**src/hdl/dmc_pkg.sv**
```systemverilog
// Package for the strobe-level controller of a 64K x 4 dynamic RAM
// Assumes a 200 MHz clock; all device timings are turned into cycle counts here
package dmc_pkg;

    // Clock period in picoseconds
    localparam int CLK_PS = 5000;

    // Device timings in their own units, fastest grade
    localparam int POWERUP_US = 200;
    localparam int IDLE_LIMIT_MS = 4;
    localparam int REFRESH_US_X10 = 156;
    localparam int WAKE_CYCLES = 8;
    localparam int ROW_PULSE_NS = 100;
    localparam int COL_PULSE_NS = 50;
    localparam int ROW_PRECHARGE_NS = 80;
    localparam int ROW_TO_COL_MIN_NS = 20;
    localparam int ROW_TO_COL_MAX_NS = 50;
    localparam int ROW_ACCESS_NS = 100;
    localparam int COL_ACCESS_NS = 50;
    localparam int COL_TO_STORE_NS = 85;
    localparam int ROW_TO_STORE_NS = 135;
    localparam int PAGE_CYCLE_NS = 100;
    localparam int PAGE_COL_PRECHARGE_NS = 40;
    localparam int REFRESH_COL_SETUP_NS = 10;
    localparam int REFRESH_COL_HOLD_NS = 30;
    localparam int COUNTER_TEST_PRE_NS = 20;
    localparam int ENABLE_ACCESS_NS = 25;
    localparam int WRITE_HOLD_NS = 30;

    // Least times round up, longest round down, never below one cycle
    function automatic int min_cyc(input int ns);
        int c;
        c = (ns * 1000 + CLK_PS - 1) / CLK_PS;
        return (c < 1) ? 1 : c;
    endfunction
    function automatic int max_cyc(input int ns);
        int c;
        c = (ns * 1000) / CLK_PS;
        return (c < 1) ? 1 : c;
    endfunction

    // Cycle counts
    localparam int POWERUP_CYC = POWERUP_US * 1000 * 1000 / CLK_PS;
    localparam int IDLE_LIMIT_CYC = IDLE_LIMIT_MS * 1000 * (1000 * 1000 / CLK_PS);
    localparam int REFRESH_CYC = REFRESH_US_X10 * 100 * 1000 / CLK_PS;
    localparam int ROW_PULSE_CYC = min_cyc(ROW_PULSE_NS);
    localparam int COL_PULSE_CYC = min_cyc(COL_PULSE_NS);
    localparam int ROW_PRE_CYC = min_cyc(ROW_PRECHARGE_NS);
    localparam int RCD_CYC = min_cyc(ROW_TO_COL_MIN_NS);
    localparam int RCD_MAX_CYC = max_cyc(ROW_TO_COL_MAX_NS);
    localparam int ROW_ACC_CYC = min_cyc(ROW_ACCESS_NS);
    localparam int COL_ACC_CYC = min_cyc(COL_ACCESS_NS);
    localparam int CWD_CYC = min_cyc(COL_TO_STORE_NS);
    localparam int RWD_CYC = min_cyc(ROW_TO_STORE_NS);
    localparam int PAGE_CYC = min_cyc(PAGE_CYCLE_NS);
    localparam int PAGE_PRE_CYC = min_cyc(PAGE_COL_PRECHARGE_NS);
    localparam int CSR_CYC = min_cyc(REFRESH_COL_SETUP_NS);
    localparam int CHR_CYC = min_cyc(REFRESH_COL_HOLD_NS);
    localparam int CPT_CYC = min_cyc(COUNTER_TEST_PRE_NS);
    localparam int GA_CYC = min_cyc(ENABLE_ACCESS_NS);
    localparam int WH_CYC = min_cyc(WRITE_HOLD_NS);

    // Field widths
    localparam int ADDR_W = 8;
    localparam int DATA_W = 4;
    localparam int CNT_W = 24;

    // Request opcodes
    typedef enum logic [1:0] {
        DMC_OP_READ = 2'h0,
        DMC_OP_WRITE = 2'h1,
        DMC_OP_RMW = 2'h2,
        DMC_OP_TEST = 2'h3
    } dmc_op_t;

    // User request
    typedef struct packed {
        dmc_op_t op;
        logic [ADDR_W-1:0] row;
        logic [ADDR_W-1:0] col;
        logic [DATA_W-1:0] wdata;
        logic page;
    } dmc_req_t;

    // Strobe pins toward the RAM
    typedef struct packed {
        logic row_strobe_n;
        logic col_strobe_n;
        logic write_n;
        logic out_en_n;
        logic [ADDR_W-1:0] multiplexed_address;
    } dmc_pins_t;

endpackage

```
**src/hdl/dmc_sync.sv**
```systemverilog
// Three-flop input synchroniser for a bus of pin inputs
// Assumes inputs arrive from outside the clk domain
`timescale 1ns/1ps
`default_nettype none
module dmc_sync #(
    parameter int W = 4
) (
    // Clock and reset
    input wire logic clk,
    input wire logic rst_n,
    // Raw pins and filtered value
    input wire logic [W-1:0] din,
    output logic [W-1:0] dout
);
    // Three sampling stages
    logic [W-1:0] s1;
    logic [W-1:0] s2;
    logic [W-1:0] s3;

    // Shift chain; first stage read only by the second
    always_ff @(posedge clk) begin
        if (!rst_n) begin
            s1 <= '0;
            s2 <= '0;
            s3 <= '0;
        end else begin
            s1 <= din;
            s2 <= s1;
            s3 <= s2;
        end
    end

    // Per bit, accept a change once stages two and three agree
    genvar i;
    generate
        for (i = 0; i < W; i++) begin : g_bit
            always_ff @(posedge clk) begin
                if (!rst_n) begin
                    dout[i] <= 1'b0;
                end else if (s2[i] == s3[i]) begin
                    dout[i] <= s3[i];
                end
            end
        end
    endgenerate
endmodule
`default_nettype wire

```
**src/hdl/dmc_ctrl.sv**
```systemverilog
// Controller that drives a 64K x 4 dynamic RAM through its strobe pins
// Assumes a 200 MHz clk, synchronous rst_n and a RAM on the pins below
`timescale 1ns/1ps
`default_nettype none
module dmc_ctrl #(
    parameter int POWERUP_CYC = dmc_pkg::POWERUP_CYC,
    parameter int IDLE_LIMIT_CYC = dmc_pkg::IDLE_LIMIT_CYC,
    parameter int REFRESH_CYC = dmc_pkg::REFRESH_CYC
) (
    // Clock and reset
    input wire logic clk,
    input wire logic rst_n,
    // User request
    input wire logic req_valid,
    input wire dmc_pkg::dmc_req_t req,
    output logic req_ready,
    // User answer
    output logic rsp_valid,
    output logic [dmc_pkg::DATA_W-1:0] rsp_data,
    output logic init_done,
    // RAM pins
    output dmc_pkg::dmc_pins_t pins,
    output logic [dmc_pkg::DATA_W-1:0] dq_out,
    output logic dq_oe_n,
    input wire logic [dmc_pkg::DATA_W-1:0] dq_in
);
    ////////////////////////////////////////////////////////////////////////////
    // States
    typedef enum logic [3:0] {
        ST_POWER = 4'h0,
        ST_WAKE = 4'h1,
        ST_IDLE = 4'h2,
        ST_ROW = 4'h3,
        ST_COL = 4'h4,
        ST_STORE = 4'h5,
        ST_COLPRE = 4'h6,
        ST_RPRE = 4'h7,
        ST_RFCOL = 4'h8,
        ST_RFROW = 4'h9,
        ST_TPRE = 4'ha
    } dmc_state_t;

    dmc_state_t state; // Current state
    logic [dmc_pkg::CNT_W-1:0] cnt; // Phase counter
    logic [dmc_pkg::CNT_W-1:0] ras_cnt; // Cycles since row strobe fell
    logic [dmc_pkg::CNT_W-1:0] idle_cnt; // Cycles with no row strobe
    logic [dmc_pkg::CNT_W-1:0] rf_cnt; // Refresh interval timer
    logic [3:0] wake_cnt; // Wake cycles done
    logic rf_due; // Refresh owed
    logic wake_mode; // Cycle is a wake cycle
    logic [dmc_pkg::DATA_W-1:0] dq_s; // Synchronised data pins
    dmc_pkg::dmc_req_t cur; // Request in service

    // Data pins pass the synchroniser
    dmc_sync #(.W(dmc_pkg::DATA_W)) u_sync (
        .clk(clk),
        .rst_n(rst_n),
        .din(dq_in),
        .dout(dq_s)
    );

    // Constant width helper
    function automatic logic [dmc_pkg::CNT_W-1:0] c(input int v);
        return dmc_pkg::CNT_W'(v);
    endfunction

    ////////////////////////////////////////////////////////////////////////////
    // Refresh timer: owe one row every interval
    always_ff @(posedge clk) begin
        if (!rst_n) begin
            rf_cnt <= '0;
            rf_due <= 1'b0;
        end else begin
            if (rf_cnt >= c(REFRESH_CYC - 1)) begin
                rf_cnt <= '0;
                rf_due <= 1'b1;
            end else begin
                rf_cnt <= rf_cnt + 1'b1;
                if (state == ST_RFROW && cnt == '0) begin
                    rf_due <= 1'b0;
                end
            end
        end
    end

    // Idle watch: row strobe silence too long forces wake cycles
    always_ff @(posedge clk) begin
        if (!rst_n) begin
            idle_cnt <= '0;
        end else if (!pins.row_strobe_n) begin
            idle_cnt <= '0;
        end else if (idle_cnt != c(IDLE_LIMIT_CYC)) begin
            idle_cnt <= idle_cnt + 1'b1;
        end
    end

    // Row-active time counter
    always_ff @(posedge clk) begin
        if (!rst_n) begin
            ras_cnt <= '0;
        end else if (pins.row_strobe_n) begin
            ras_cnt <= '0;
        end else begin
            ras_cnt <= ras_cnt + 1'b1;
        end
    end

    ////////////////////////////////////////////////////////////////////////////
    // Main sequencer; one timing set for all cycles
    always_ff @(posedge clk) begin
        if (!rst_n) begin
            state <= ST_POWER;
            cnt <= '0;
            wake_cnt <= '0;
            wake_mode <= 1'b0;
            init_done <= 1'b0;
            req_ready <= 1'b0;
            rsp_valid <= 1'b0;
            rsp_data <= '0;
            cur <= '0;
            pins <= '{1'b1, 1'b1, 1'b1, 1'b1, 8'h00};
            dq_out <= '0;
            dq_oe_n <= 1'b1;
        end else begin
            rsp_valid <= 1'b0;
            req_ready <= 1'b0;
            cnt <= cnt + 1'b1;
            unique case (state)
                ST_POWER: begin
                    if (cnt >= c(POWERUP_CYC - 1)) begin
                        state <= ST_WAKE;
                        cnt <= '0;
                        wake_cnt <= '0;
                    end
                end
                ST_WAKE: begin
                    // Row-only wake cycle, row strobe low for a full pulse
                    wake_mode <= 1'b1;
                    pins.row_strobe_n <= 1'b0;
                    state <= ST_ROW;
                    cnt <= '0;
                end
                ST_IDLE: begin
                    if (idle_cnt == c(IDLE_LIMIT_CYC)) begin
                        init_done <= 1'b0;
                        wake_cnt <= '0;
                        state <= ST_WAKE;
                    end else if (rf_due) begin
                        // Column strobe first, counter picks the row
                        pins.col_strobe_n <= 1'b0;
                        cur.op <= dmc_pkg::DMC_OP_READ; // Plain refresh, never a test
                        state <= ST_RFCOL;
                        cnt <= '0;
                    end else if (req_valid) begin
                        req_ready <= 1'b1;
                        cur <= req;
                        pins.multiplexed_address <= req.row;
                        if (req.op == dmc_pkg::DMC_OP_TEST) begin
                            pins.col_strobe_n <= 1'b0;
                            state <= ST_RFCOL;
                        end else begin
                            pins.row_strobe_n <= 1'b0;
                            state <= ST_ROW;
                        end
                        cnt <= '0;
                    end
                end
                ST_RFCOL: begin
                    // Column low ahead of the row strobe
                    if (cnt >= c(dmc_pkg::CSR_CYC - 1)) begin
                        pins.row_strobe_n <= 1'b0;
                        cnt <= '0;
                        state <= ST_RFROW;
                    end
                end
                ST_RFROW: begin
                    // Release column after hold; a test reopens it, a refresh ends
                    if (cnt >= c(dmc_pkg::CHR_CYC - 1)) begin
                        pins.col_strobe_n <= 1'b1;
                    end
                    if (cur.op == dmc_pkg::DMC_OP_TEST
                            && cnt >= c(dmc_pkg::CHR_CYC - 1)) begin
                        state <= ST_TPRE;
                        cnt <= '0;
                    end else if (cnt >= c(dmc_pkg::ROW_PULSE_CYC - 1)) begin
                        pins.row_strobe_n <= 1'b1;
                        state <= ST_RPRE;
                        cnt <= '0;
                    end
                end
                ST_TPRE: begin
                    // Counter test: column high, then low again with the column
                    if (cnt >= c(dmc_pkg::CPT_CYC - 1)) begin
                        pins.col_strobe_n <= 1'b0;
                        pins.multiplexed_address <= cur.col;
                        pins.write_n <= 1'b1;
                        pins.out_en_n <= 1'b0;
                        state <= ST_COL;
                        cnt <= '0;
                    end
                end
                ST_ROW: begin
                    if (wake_mode) begin
                        if (cnt >= c(dmc_pkg::ROW_PULSE_CYC - 1)) begin
                            pins.row_strobe_n <= 1'b1;
                            state <= ST_RPRE;
                            cnt <= '0;
                        end
                    end else if (cnt >= c(dmc_pkg::RCD_CYC - 1)) begin
                        // Column strobe inside the multiplex window
                        pins.multiplexed_address <= cur.col;
                        pins.col_strobe_n <= 1'b0;
                        pins.write_n <= (cur.op != dmc_pkg::DMC_OP_WRITE);
                        pins.out_en_n <= (cur.op == dmc_pkg::DMC_OP_WRITE);
                        if (cur.op == dmc_pkg::DMC_OP_WRITE) begin
                            dq_out <= cur.wdata;
                            dq_oe_n <= 1'b0;
                        end
                        state <= ST_COL;
                        cnt <= '0;
                    end
                end
                ST_COL: begin
                    // Wait the column access plus the pin synchroniser
                    if (cur.op == dmc_pkg::DMC_OP_RMW
                            && cnt >= c(dmc_pkg::CWD_CYC - 1)
                            && ras_cnt >= c(dmc_pkg::RWD_CYC - 1)) begin
                        rsp_data <= dq_s;
                        pins.out_en_n <= 1'b1;
                        dq_out <= cur.wdata;
                        state <= ST_STORE;
                        cnt <= '0;
                    end else if (cur.op != dmc_pkg::DMC_OP_RMW
                            && cnt >= c(dmc_pkg::COL_PULSE_CYC + 4)
                            && ras_cnt >= c(dmc_pkg::ROW_ACC_CYC + 4)) begin
                        rsp_data <= dq_s;
                        rsp_valid <= 1'b1;
                        pins.col_strobe_n <= 1'b1;
                        pins.out_en_n <= 1'b1;
                        pins.write_n <= 1'b1;
                        dq_oe_n <= 1'b1;
                        state <= ST_COLPRE;
                        cnt <= '0;
                    end
                end
                ST_STORE: begin
                    // Late write after output turned off
                    if (cnt == c(dmc_pkg::GA_CYC)) begin
                        dq_oe_n <= 1'b0;
                        pins.write_n <= 1'b0;
                    end
                    if (cnt >= c(dmc_pkg::GA_CYC + dmc_pkg::WH_CYC)) begin
                        rsp_valid <= 1'b1;
                        pins.col_strobe_n <= 1'b1;
                        pins.write_n <= 1'b1;
                        dq_oe_n <= 1'b1;
                        state <= ST_COLPRE;
                        cnt <= '0;
                    end
                end
                ST_COLPRE: begin
                    // Page mode keeps row low and recycles column
                    if (cnt >= c(dmc_pkg::PAGE_PRE_CYC - 1)
                            && ras_cnt >= c(dmc_pkg::ROW_PULSE_CYC)) begin
                        if (cur.page && req_valid && !rf_due && req.page
                                && req.row == cur.row
                                && req.op != dmc_pkg::DMC_OP_TEST) begin
                            req_ready <= 1'b1;
                            cur <= req;
                            pins.multiplexed_address <= req.col;
                            pins.col_strobe_n <= 1'b0;
                            pins.write_n <= (req.op != dmc_pkg::DMC_OP_WRITE);
                            pins.out_en_n <= (req.op == dmc_pkg::DMC_OP_WRITE);
                            dq_out <= req.wdata;
                            dq_oe_n <= (req.op != dmc_pkg::DMC_OP_WRITE);
                            state <= ST_COL;
                        end else begin
                            pins.row_strobe_n <= 1'b1;
                            state <= ST_RPRE;
                        end
                        cnt <= '0;
                    end
                end
                ST_RPRE: begin
                    // Row precharge before the next row strobe
                    if (cnt >= c(dmc_pkg::ROW_PRE_CYC - 1)) begin
                        cnt <= '0;
                        if (wake_mode && wake_cnt < 4'(dmc_pkg::WAKE_CYCLES - 1)) begin
                            wake_cnt <= wake_cnt + 1'b1;
                            state <= ST_WAKE;
                        end else begin
                            if (wake_mode) begin
                                init_done <= 1'b1;
                            end
                            wake_mode <= 1'b0;
                            state <= ST_IDLE;
                        end
                    end
                end
                default: begin
                    state <= ST_IDLE;
                end
            endcase
        end
    end

    ////////////////////////////////////////////////////////////////////////////
    // Checks
    power_wait_a: assert property (@(posedge clk) disable iff (!rst_n)
        (state == ST_POWER) |-> pins.row_strobe_n)
        else $error("row strobe during power pause");
    col_window_a: assert property (@(posedge clk) disable iff (!rst_n)
        ($fell(pins.col_strobe_n) && !pins.row_strobe_n && state == ST_COL
            && $past(state) == ST_ROW) |-> ras_cnt <= c(dmc_pkg::RCD_MAX_CYC))
        else $error("column strobe past window");
    row_pulse_a: assert property (@(posedge clk) disable iff (!rst_n)
        $fell(pins.row_strobe_n) |-> !pins.row_strobe_n [*8])
        else $error("row pulse too short");
    row_precharge_a: assert property (@(posedge clk) disable iff (!rst_n)
        $rose(pins.row_strobe_n) |-> pins.row_strobe_n [*8])
        else $error("row precharge too short");
    read_write_high_a: assert property (@(posedge clk) disable iff (!rst_n)
        ($fell(pins.col_strobe_n) && cur.op == dmc_pkg::DMC_OP_READ) |-> pins.write_n)
        else $error("write low in read");
    page_pre_a: assert property (@(posedge clk) disable iff (!rst_n)
        ($rose(pins.col_strobe_n) && !pins.row_strobe_n && state != ST_TPRE)
            |-> pins.col_strobe_n [*8])
        else $error("page precharge too short");
    counter_pre_a: assert property (@(posedge clk) disable iff (!rst_n)
        ($rose(pins.col_strobe_n) && state == ST_TPRE) |-> pins.col_strobe_n [*4])
        else $error("counter test column precharge short");
    refresh_hold_a: assert property (@(posedge clk) disable iff (!rst_n)
        ($fell(pins.row_strobe_n) && !pins.col_strobe_n) |-> !pins.col_strobe_n [*6])
        else $error("refresh column hold short");
    refresh_due_a: assert property (@(posedge clk) disable iff (!rst_n)
        $rose(rf_due) && state == ST_IDLE |-> ##1 (state == ST_RFCOL))
        else $error("refresh not started");
    early_write_a: assert property (@(posedge clk) disable iff (!rst_n)
        ($fell(pins.col_strobe_n) && cur.op == dmc_pkg::DMC_OP_WRITE) |-> !pins.write_n)
        else $error("write late in early write");
    wake_cover: cover property (@(posedge clk) $rose(init_done));
    page_cover: cover property (@(posedge clk)
        $fell(pins.col_strobe_n) && $past(state) == ST_COLPRE);
    refresh_cover: cover property (@(posedge clk) state == ST_RFROW);
    rmw_cover: cover property (@(posedge clk) state == ST_STORE);
endmodule
`default_nettype wire

```
**config.mk**
```make
export PLATFORM = sky130hd
export DESIGN_NAME = dmc_ctrl
export DESIGN_NICKNAME = d
export VERILOG_FILES = /design/src/hdl/dmc_pkg.sv /design/src/hdl/dmc_sync.sv /design/src/hdl/dmc_ctrl.sv
export SDC_FILE = /design/constraint.sdc
export NUM_CORES = 1
export LEC_CHECK = 0
export BUFFER_PORTS_ARGS = -buffer_cell sky130_fd_sc_hd__buf_2
export CORE_MARGIN = 2
export CORE_UTILIZATION = 55
export CTS_CLUSTER_DIAMETER = 150
export DETAILED_ROUTE_END_ITERATION = 12
export HOLD_SLACK_MARGIN = 0.1
export PLACE_DENSITY = 0.82
export SLEW_MARGIN = 15
export SYNTH_ARGS = -nofsm -noshare
export SYNTH_HDL_FRONTEND = slang
export SYNTH_HIERARCHICAL = 1
export SYNTH_SLANG_ARGS = --single-unit
export TNS_END_PERCENT = 10
```
**constraint.sdc**
```tcl
create_clock -name clk -period 3.5 [get_ports clk]
set_input_delay 0.7 -clock clk [delete_from_list [all_inputs] [get_ports clk]]
set_output_delay 0.7 -clock clk [all_outputs]
set_load 0.01 [all_outputs]
```
==> results of run 1 <==
==> routing by layer <==
metal  share of wire (%)  global-route usage, %  routed length, µm  vias to the layer above
met2                  46                  38.97               8467                      298
met1                  44                  34.00               8242                     3207
li1                    -                      -                  -                     3397
met4                 2.8                  10.25                512                        0
met3                 7.3                  5.907               1365                       50
met5                   0                      0                  0                        -
==> sequential cells by signal, summed over array words and instances, names as in the netlist, 12 cells and up <==
| signal | flops |
|---|---|
| cur | 23 |
| pins | 12 |
| rf_cnt | 24 |
| cnt | 24 |
| ras_cnt | 24 |
| idle_cnt | 24 |
==> report_power, final <==
group	total, mW	internal [mW]	leakage, nW	switching [mW]
registers	2.09	2.00	1.37	0.0915
clock network	1.79	0.984	0.278	0.810
logic	0.622	0.212	1.74	0.410
total	4.51	3.19	3.39	1.31
==> area by class of cell <==
cell class	count	area, µm²
clock buffers	20	466.7
well taps	180	225.2
inverters	19	71.32
clock inverters	12	103.9
multi-input cells	702	4327
flip-flops and latches	169	3383
repair buffers	70	392.9
fillers	1204	5019
==> critical path, cell delays in order (launching register included) <==
cell and delay (ps):
sky130_fd_sc_hd__dfxtp_1 360, sky130_fd_sc_hd__or4_4 560, sky130_fd_sc_hd__or4_4 630, sky130_fd_sc_hd__nor2_1 320, sky130_fd_sc_hd__a211oi_1 230, sky130_fd_sc_hd__nor4_1 420, sky130_fd_sc_hd__o211ai_1 150, sky130_fd_sc_hd__a32oi_1 270
==> synth_stat cells (all sizes together), types with 7 or more instances <==
library cell and number:
o21ai 45, nand2b 7, buf 12, ha 10, a31oi 10, and3 24
a211oi 15, nand3 71, and2 22, nand4 14, nor2 128, clkbuf 35
and4 9, nand2 87, nor4 18, nor3 11, xor2 52, o31ai 7
a21oi 24, a222oi 8, dfxtp 169, inv 18, xnor2 29, a311oi 8
==> worst max-delay path by stage <==
stage                        from  endpoint  slack [ps]  depth (start not counted)
final                     cnt[19]  pins[11]         440                          7
after global routing      cnt[19]  pins[11]         240                          7
after CTS                 cnt[19]  pins[11]         520                          7
after detailed placement  req[21]   cur[21]         500                          8
after global placement    cnt[23]  pins[11]         560                          7
after floorplan           req[21]   pins[5]         750                          8
==> logic make-up (layout without fill, tap and decap cells) <==
family | Yosys count | after routing | synth area share [%]
simple gates | 422 | 422 | 26.93
xor+xnor | 81 | 81 | 8.929
mux | 6 | 6 | 0.7559
flops | 169 | 169 | 42.58
compound gates | 171 | 171 | 15.54
other cells | 1 | 12 | 0.04720
buf+inv | 66 | 121 | 3.638
fa+ha+maj | 10 | 10 | 1.575
==> per-stage QoR <==
stage / setup WS [ps] / cells / total power, mW / utilization [%] / hold slack (ps)
4_1_cts: 516.8 / 1172 / 4.520 / 64.12 / 431.1
2_1_floorplan: 745.9 / 937 / 2.555 / - / 405.7
3_5_place_dp: 496.2 / 1140 / 2.732 / 60.04 / 416.0
3_3_place_gp: 564.9 / 1140 / 2.725 / 60.04 / 407.7
5_1_grt: 240.2 / 1172 / 4.703 / 64.12 / 452.7
6_report: 437.6 / 1172 / 4.506 / 64.12 / 426.1
==> metrics.log, run 1 <==
INFO  metric run_status = completed
INFO  metric tritoncts = yes
INFO  metric ff2ff_path_depth = 7
INFO  metric critical_path.startpoint_type = flop
INFO  metric synth_cell_types = 77
INFO  metric global_route.overflow_total = 0
INFO  metric asyncSetResetFlopFracSynth = 0%
INFO  metric synth_sequential_area_ratio = 42.58%
INFO  metric chipWidth = 124.2 µm
INFO  metric diodes = 0
INFO  metric grt_start_max_net_pins = 44
INFO  metric gr-usage-all-layers = 25.22%
INFO  metric beginning_of_the_worst_hold_path = u_sync/s1[1]
INFO  metric hpwlAfterDp = 12830 µm
INFO  metric drt_iter0_markers = 700
INFO  metric std_cell_rows = 43
INFO  metric cts_repair_resized_insts = 0
INFO  metric route.detailed.drc = 0
INFO  metric cts_setup_buffers = 0
INFO  metric area_growth = 12.90%
INFO  metric setup_slack_on_the_worst_flop_to_flop_path = 440 ps
INFO  metric setup.worst_path.end_class = flop
INFO  metric place.port_buffers = 53
INFO  metric initial_utilization = 56.80%
INFO  metric final_hold_violation_count = 0
INFO  metric worst_r2r_endpoint = pins[11]
INFO  metric clockBufferDepth = 2
INFO  metric r2r-start = cnt[19]
INFO  metric clkSlewWorstSetupHoldPaths = 70 ps
INFO  metric ys_ff_latch = 169
INFO  metric die_height = 124.2 µm
INFO  metric clk_root_buffer_cell = sky130_fd_sc_hd__clkbuf_16
INFO  metric final_layout_size_suffix_gt1_share = 14.82%
INFO  metric layout.cell_area.non_filler = 8970 µm²
INFO  metric slew_headroom = 44.21%
INFO  metric mostFrequentLayoutCell = sky130_fd_sc_hd__dfxtp_1
INFO  metric via_count_of_the_first_global_routing_pass = 6401
INFO  metric drt-total-wl = 18590 µm
INFO  metric fmax = 0.3265 GHz
INFO  metric layout_worst_path_cycle_share = 87.50%
INFO  metric grt_antenna_before_repair = 0
INFO  metric finalClockSkew = 12.12 ps
INFO  metric die_area = 15420 µm²
INFO  metric power-per-cell-area = 502.3 nW/µm²
INFO  metric post-synth-top-area-fraction = 42.58%
INFO  metric holdPathStages = 1
INFO  metric layout.nets = 1019
INFO  metric drv_cap = 0
INFO  metric top_level_ports = 54
INFO  metric slew_viol_final = 0
INFO  metric timing.setup.critical_path_class = flop to flop
INFO  metric detail_route.first_pass.iterations = 9
INFO  metric clock_latency = 440 ps
INFO  metric synth_top_cell_by_area = sky130_fd_sc_hd__dfxtp_1
INFO  metric ctsHtreeMaxLevel = 4
INFO  metric top_ff_cell_synth = sky130_fd_sc_hd__dfxtp_1
INFO  metric final.setup.tns = 0 ps
INFO  metric timing.critical_path.required = 3830 ps
INFO  metric max_ir_drop_vdd = 0.3464 mV
INFO  metric leakage = 3.392 nW
INFO  metric post_synth.cell_area_avg = 8.580 µm²
INFO  metric numCtsBuffers = 17
INFO  metric setup_viol_count_final = 0
INFO  metric finalWorstPathRequiredPeriod = 3062 ps
INFO  metric mostFrequentLayoutCells = sky130_fd_sc_hd__dfxtp_1 (169), sky130_fd_sc_hd__nor2_1 (108), sky130_fd_sc_hd__nand2_1 (87), sky130_fd_sc_hd__nand3_1 (71), sky130_fd_sc_hd__buf_2 (53)
INFO  metric synthesis.area = 7945 µm²
INFO  metric core-area = 13990 µm²
INFO  metric cts_num_sinks = 169
INFO  metric dpl-instance-area = 8399 µm²
INFO  metric synth_edf_count = 0
INFO  metric quantity_of_hold_fixing_buffers_added_after_cts = 0
INFO  metric postRouteAntennaNets = 0
INFO  metric path_max_fanout = 8
INFO  metric worst_slew_pin_slew = 836.9 ps
INFO  metric cp.arrival = 3390 ps
INFO  metric post_detailed_route_wirelength_per_cell = 15.86 µm
INFO  metric detail_route.vias_per_cell = 5.932
INFO  metric yosys-top-cells-area = sky130_fd_sc_hd__dfxtp_1 (43%), sky130_fd_sc_hd__xor2_1 (5.7%), sky130_fd_sc_hd__nor2_1 (5.1%), sky130_fd_sc_hd__nand3_1 (4.5%), sky130_fd_sc_hd__nand2_1 (4.1%)
INFO  metric worstHoldEndpoint = u_sync/s2[1]
INFO  metric grt_first_pass_wirelength = 30590 µm
INFO  metric setup_repair_after_global_routing_missed_its_margin = false
INFO  metric synthCells = 926
INFO  metric globalplace.congestion = 1.006
INFO  metric min-delay-path-class = flop to flop
INFO  metric vias = 6952
INFO  metric ys_warn_count = 6
(Power assumes the default switching activity.)
==> run 2, diff against run 1 <==
CELL_PAD_IN_SITES_DETAIL_PLACEMENT = 0   (was not set)
CELL_PAD_IN_SITES_GLOBAL_PLACEMENT = 2   (was not set)
CORE_UTILIZATION = 37   (was 55)
PLACE_DENSITY = 0.87   (was 0.82)
==> run 2 against run 1 <==
Die area up 47%. Highest routed layer unchanged. Critical path depth did not move. Critical path type unchanged. Hold slack gained 7.1 ps. Largest cell class unchanged. Critical endpoint unchanged. Combinational power is 4.5% higher. Cell area grew 2.7%. Cell count is 8.6% higher. Sequential share of layout area decreased by 0.98 points.
==> metrics.log, run 2 (synthesis gave the netlist of run 1 again) <==
INFO  metric setup_slack_on_the_worst_flop_to_flop_path = 480 ps (+40 ps)
INFO  metric post_detailed_route_wirelength_per_cell = 14.94 µm (-5.8%)
INFO  metric setup.worst_path.end_class = flop
INFO  metric top_level_ports = 54 (unchanged)
INFO  metric mostFrequentLayoutCells = sky130_fd_sc_hd__dfxtp_1 (169), sky130_fd_sc_hd__nor2_1 (108), sky130_fd_sc_hd__nand2_1 (87), sky130_fd_sc_hd__nand3_1 (71), sky130_fd_sc_hd__buf_2 (53)
INFO  metric power_frac_comb = 13.7% (about the same)
INFO  metric detail_route.vias_per_cell = 5.225 (-12%)
INFO  metric layout_worst_path_cycle_share = 86.24% (-1.3 points)
INFO  metric place.port_buffers = 53 (unchanged)
INFO  metric timing.setup.critical_path_class = flop to flop
INFO  metric max_ir_drop_vdd = 0.3283 mV (-5.2%)
INFO  metric hpwlAfterDp = 13450 µm (+4.8%)
INFO  metric detail_route.first_pass.iterations = 5 (-4)
INFO  metric clkPwrFrac = 42.6% (+2.8 points)
INFO  metric finalClockSkew = 18.56 ps (+6.439 ps)
INFO  metric globalplace.congestion = 0.9187 (-8.7%)
INFO  metric cts_repair_resized_insts = 0 (unchanged)
INFO  metric final.setup.tns = 0 ps (unchanged)
INFO  metric layout.nets = 1025 (+0.59%)
INFO  metric min-delay-path-class = flop to flop
INFO  metric ctsHtreeMaxLevel = 4 (unchanged)
INFO  metric preCtsSetupSlack = 527.1 ps (+30.92 ps)
INFO  metric numCtsBuffers = 17 (unchanged)
INFO  metric chipWidth = 150.5 µm (+21%)
INFO  metric p_int = 3.330 mW (+4.3%)
INFO  metric power-per-cell-area = 515.4 nW/µm² (+2.6%)
INFO  metric fin_ws = 481.4 ps (+43.82 ps)
INFO  metric drt_iter0_markers = 426 (-39%)
INFO  metric path_max_fanout = 8 (unchanged)
INFO  metric clock_latency = 440 ps (about the same)
INFO  metric setup_repair_after_global_routing_missed_its_margin = false
INFO  metric timing.critical_path.required = 3830 ps (about the same)
INFO  metric tritoncts = yes
INFO  metric final_layout_size_suffix_gt1_share = 15.33% (+0.51 points)
INFO  metric clkSlewWorstSetupHoldPaths = 80 ps (about the same)
INFO  metric vias = 6652 (-4.3%)
INFO  metric worst_slew_pin_slew = 892.2 ps (+55.36 ps)
INFO  metric route.detailed.drc = 0 (unchanged)
INFO  metric final_hold_violation_count = 0 (unchanged)
INFO  metric drv_cap = 0 (unchanged)
INFO  metric run_status = completed
INFO  metric global_route.overflow_total = 0 (unchanged)
INFO  metric die_area = 22660 µm² (+47%)
INFO  metric quantity_of_hold_fixing_buffers_added_after_cts = 0 (unchanged)
INFO  metric cts_setup_buffers = 0 (unchanged)
INFO  metric via_count_of_the_first_global_routing_pass = 6355 (-0.72%)
INFO  metric gr-usage-all-layers = 17.89% (-7.3 points)
INFO  metric share_seq_of_total_power = 43.7% (-2.7 points)
INFO  metric grt_antenna_before_repair = 0 (unchanged)
INFO  metric grt_start_max_net_pins = 44 (unchanged)
INFO  metric diodes = 0 (unchanged)
INFO  metric leakage = 3.458 nW (+2.0%)
INFO  metric area_growth = 15.92%
INFO  metric std_cell_rows = 53 (+23%)
INFO  metric mostFrequentLayoutCell = sky130_fd_sc_hd__dfxtp_1
INFO  metric cp.arrival = 3350 ps (-40 ps)
INFO  metric core-area = 21020 µm² (+50%)
INFO  metric slew_viol_final = 0 (unchanged)
INFO  metric postRouteAntennaNets = 0 (unchanged)
INFO  metric clk_root_buffer_cell = sky130_fd_sc_hd__clkbuf_16
INFO  metric initial_utilization = 37.80% (-19 points)
INFO  metric finalWorstPathRequiredPeriod = 3019 ps (-43.82 ps)
INFO  metric utilization = 43.81% (-20 points)
INFO  metric fin_hold_ws = 433.1 ps (+7.065 ps)
INFO  metric drt-total-wl = 19010 µm (+2.3%)
INFO  metric setup_viol_count_final = 0 (unchanged)
INFO  metric critical_path.startpoint_type = flop
INFO  metric fmax = 0.3313 GHz (+1.5%)
INFO  metric grt_first_pass_wirelength = 32330 µm (+5.7%)
INFO  metric die_height = 150.5 µm (+21%)
INFO  metric cts_num_sinks = 169 (unchanged)
INFO  metric slew_headroom = 40.06% (-4.1 points)
INFO  metric num-fill-cells = 2103 (+75%)
INFO  metric clockBufferDepth = 2 (unchanged)
INFO  metric switching_power = 1.417 mW (+8.0%)
INFO  metric netSwitchingFraction = 29.85% (+0.73 points)
## run 2: cell types whose count changed in the layout (fill, tap and decap cells not counted), sizes merged
cell	delta
clkinv	+1
buf	+6
clkbuf	-3
clkinvlp	-2
inv	+2
bufinv	+2
## run 2: layout make-up
class	count	area, µm²	area share [%]
clock buffers	17	425.4	4.619
well taps	275	344.1	3.736
repair buffers	76	437.9	4.755
clock inverters	15	221.5	2.405
inverters	19	71.32	0.7744
multi-input cells	702	4327	46.98
flip-flops and latches	169	3383	36.73
## run 2: per-layer routing
layer	vias up	wire [µm]	global-route usage [%]
met5	-	0	0
met3	23	915	5.000
met1	3075	9396	24.85
met4	0	330	5.708
met2	145	8370	26.80
li1	3409	-	-
## run 2: critical path, cell delays in order, from the launching register on
cell and delay, ps:
sky130_fd_sc_hd__dfxtp_1 360, sky130_fd_sc_hd__or4_4 560, sky130_fd_sc_hd__or4_4 630, sky130_fd_sc_hd__nor2_1 320
sky130_fd_sc_hd__a211oi_1 200, sky130_fd_sc_hd__nor4_1 450, sky130_fd_sc_hd__o211ai_1 150, sky130_fd_sc_hd__a32oi_1 230
## run 2: power by group through the flow
stage,combinational [mW],clock [mW],sequential (mW)
after detailed placement,0.645,0,2.12
final,0.650,2.02,2.07
after CTS,0.649,2.09,2.07
after global placement,0.650,0,2.12
after floorplan,0.462,0,2.09
after global routing,0.730,2.16,2.08
## run 2: worst paths after layout
path / cells past startpoint / startpoint / end
setup / recovery: 7 / cnt[19] / pins[11]
hold / removal: 1 / u_sync/s1[1] / u_sync/s2[1]
setup reg to reg: 7 / cnt[19] / pins[11]
hold reg to reg: 1 / u_sync/s1[1] / u_sync/s2[1]
## run 2: per-stage QoR
stage | total power [mW] | instance area (µm²) | cells
4_1_cts | 4.804 | 9210 | 1273
5_1_grt | 4.975 | 9210 | 1273
3_5_place_dp | 2.761 | 8563 | 1241
3_3_place_gp | 2.766 | 8563 | 1241
6_report | 4.747 | 9210 | 1273
2_1_floorplan | 2.555 | 7986 | 937
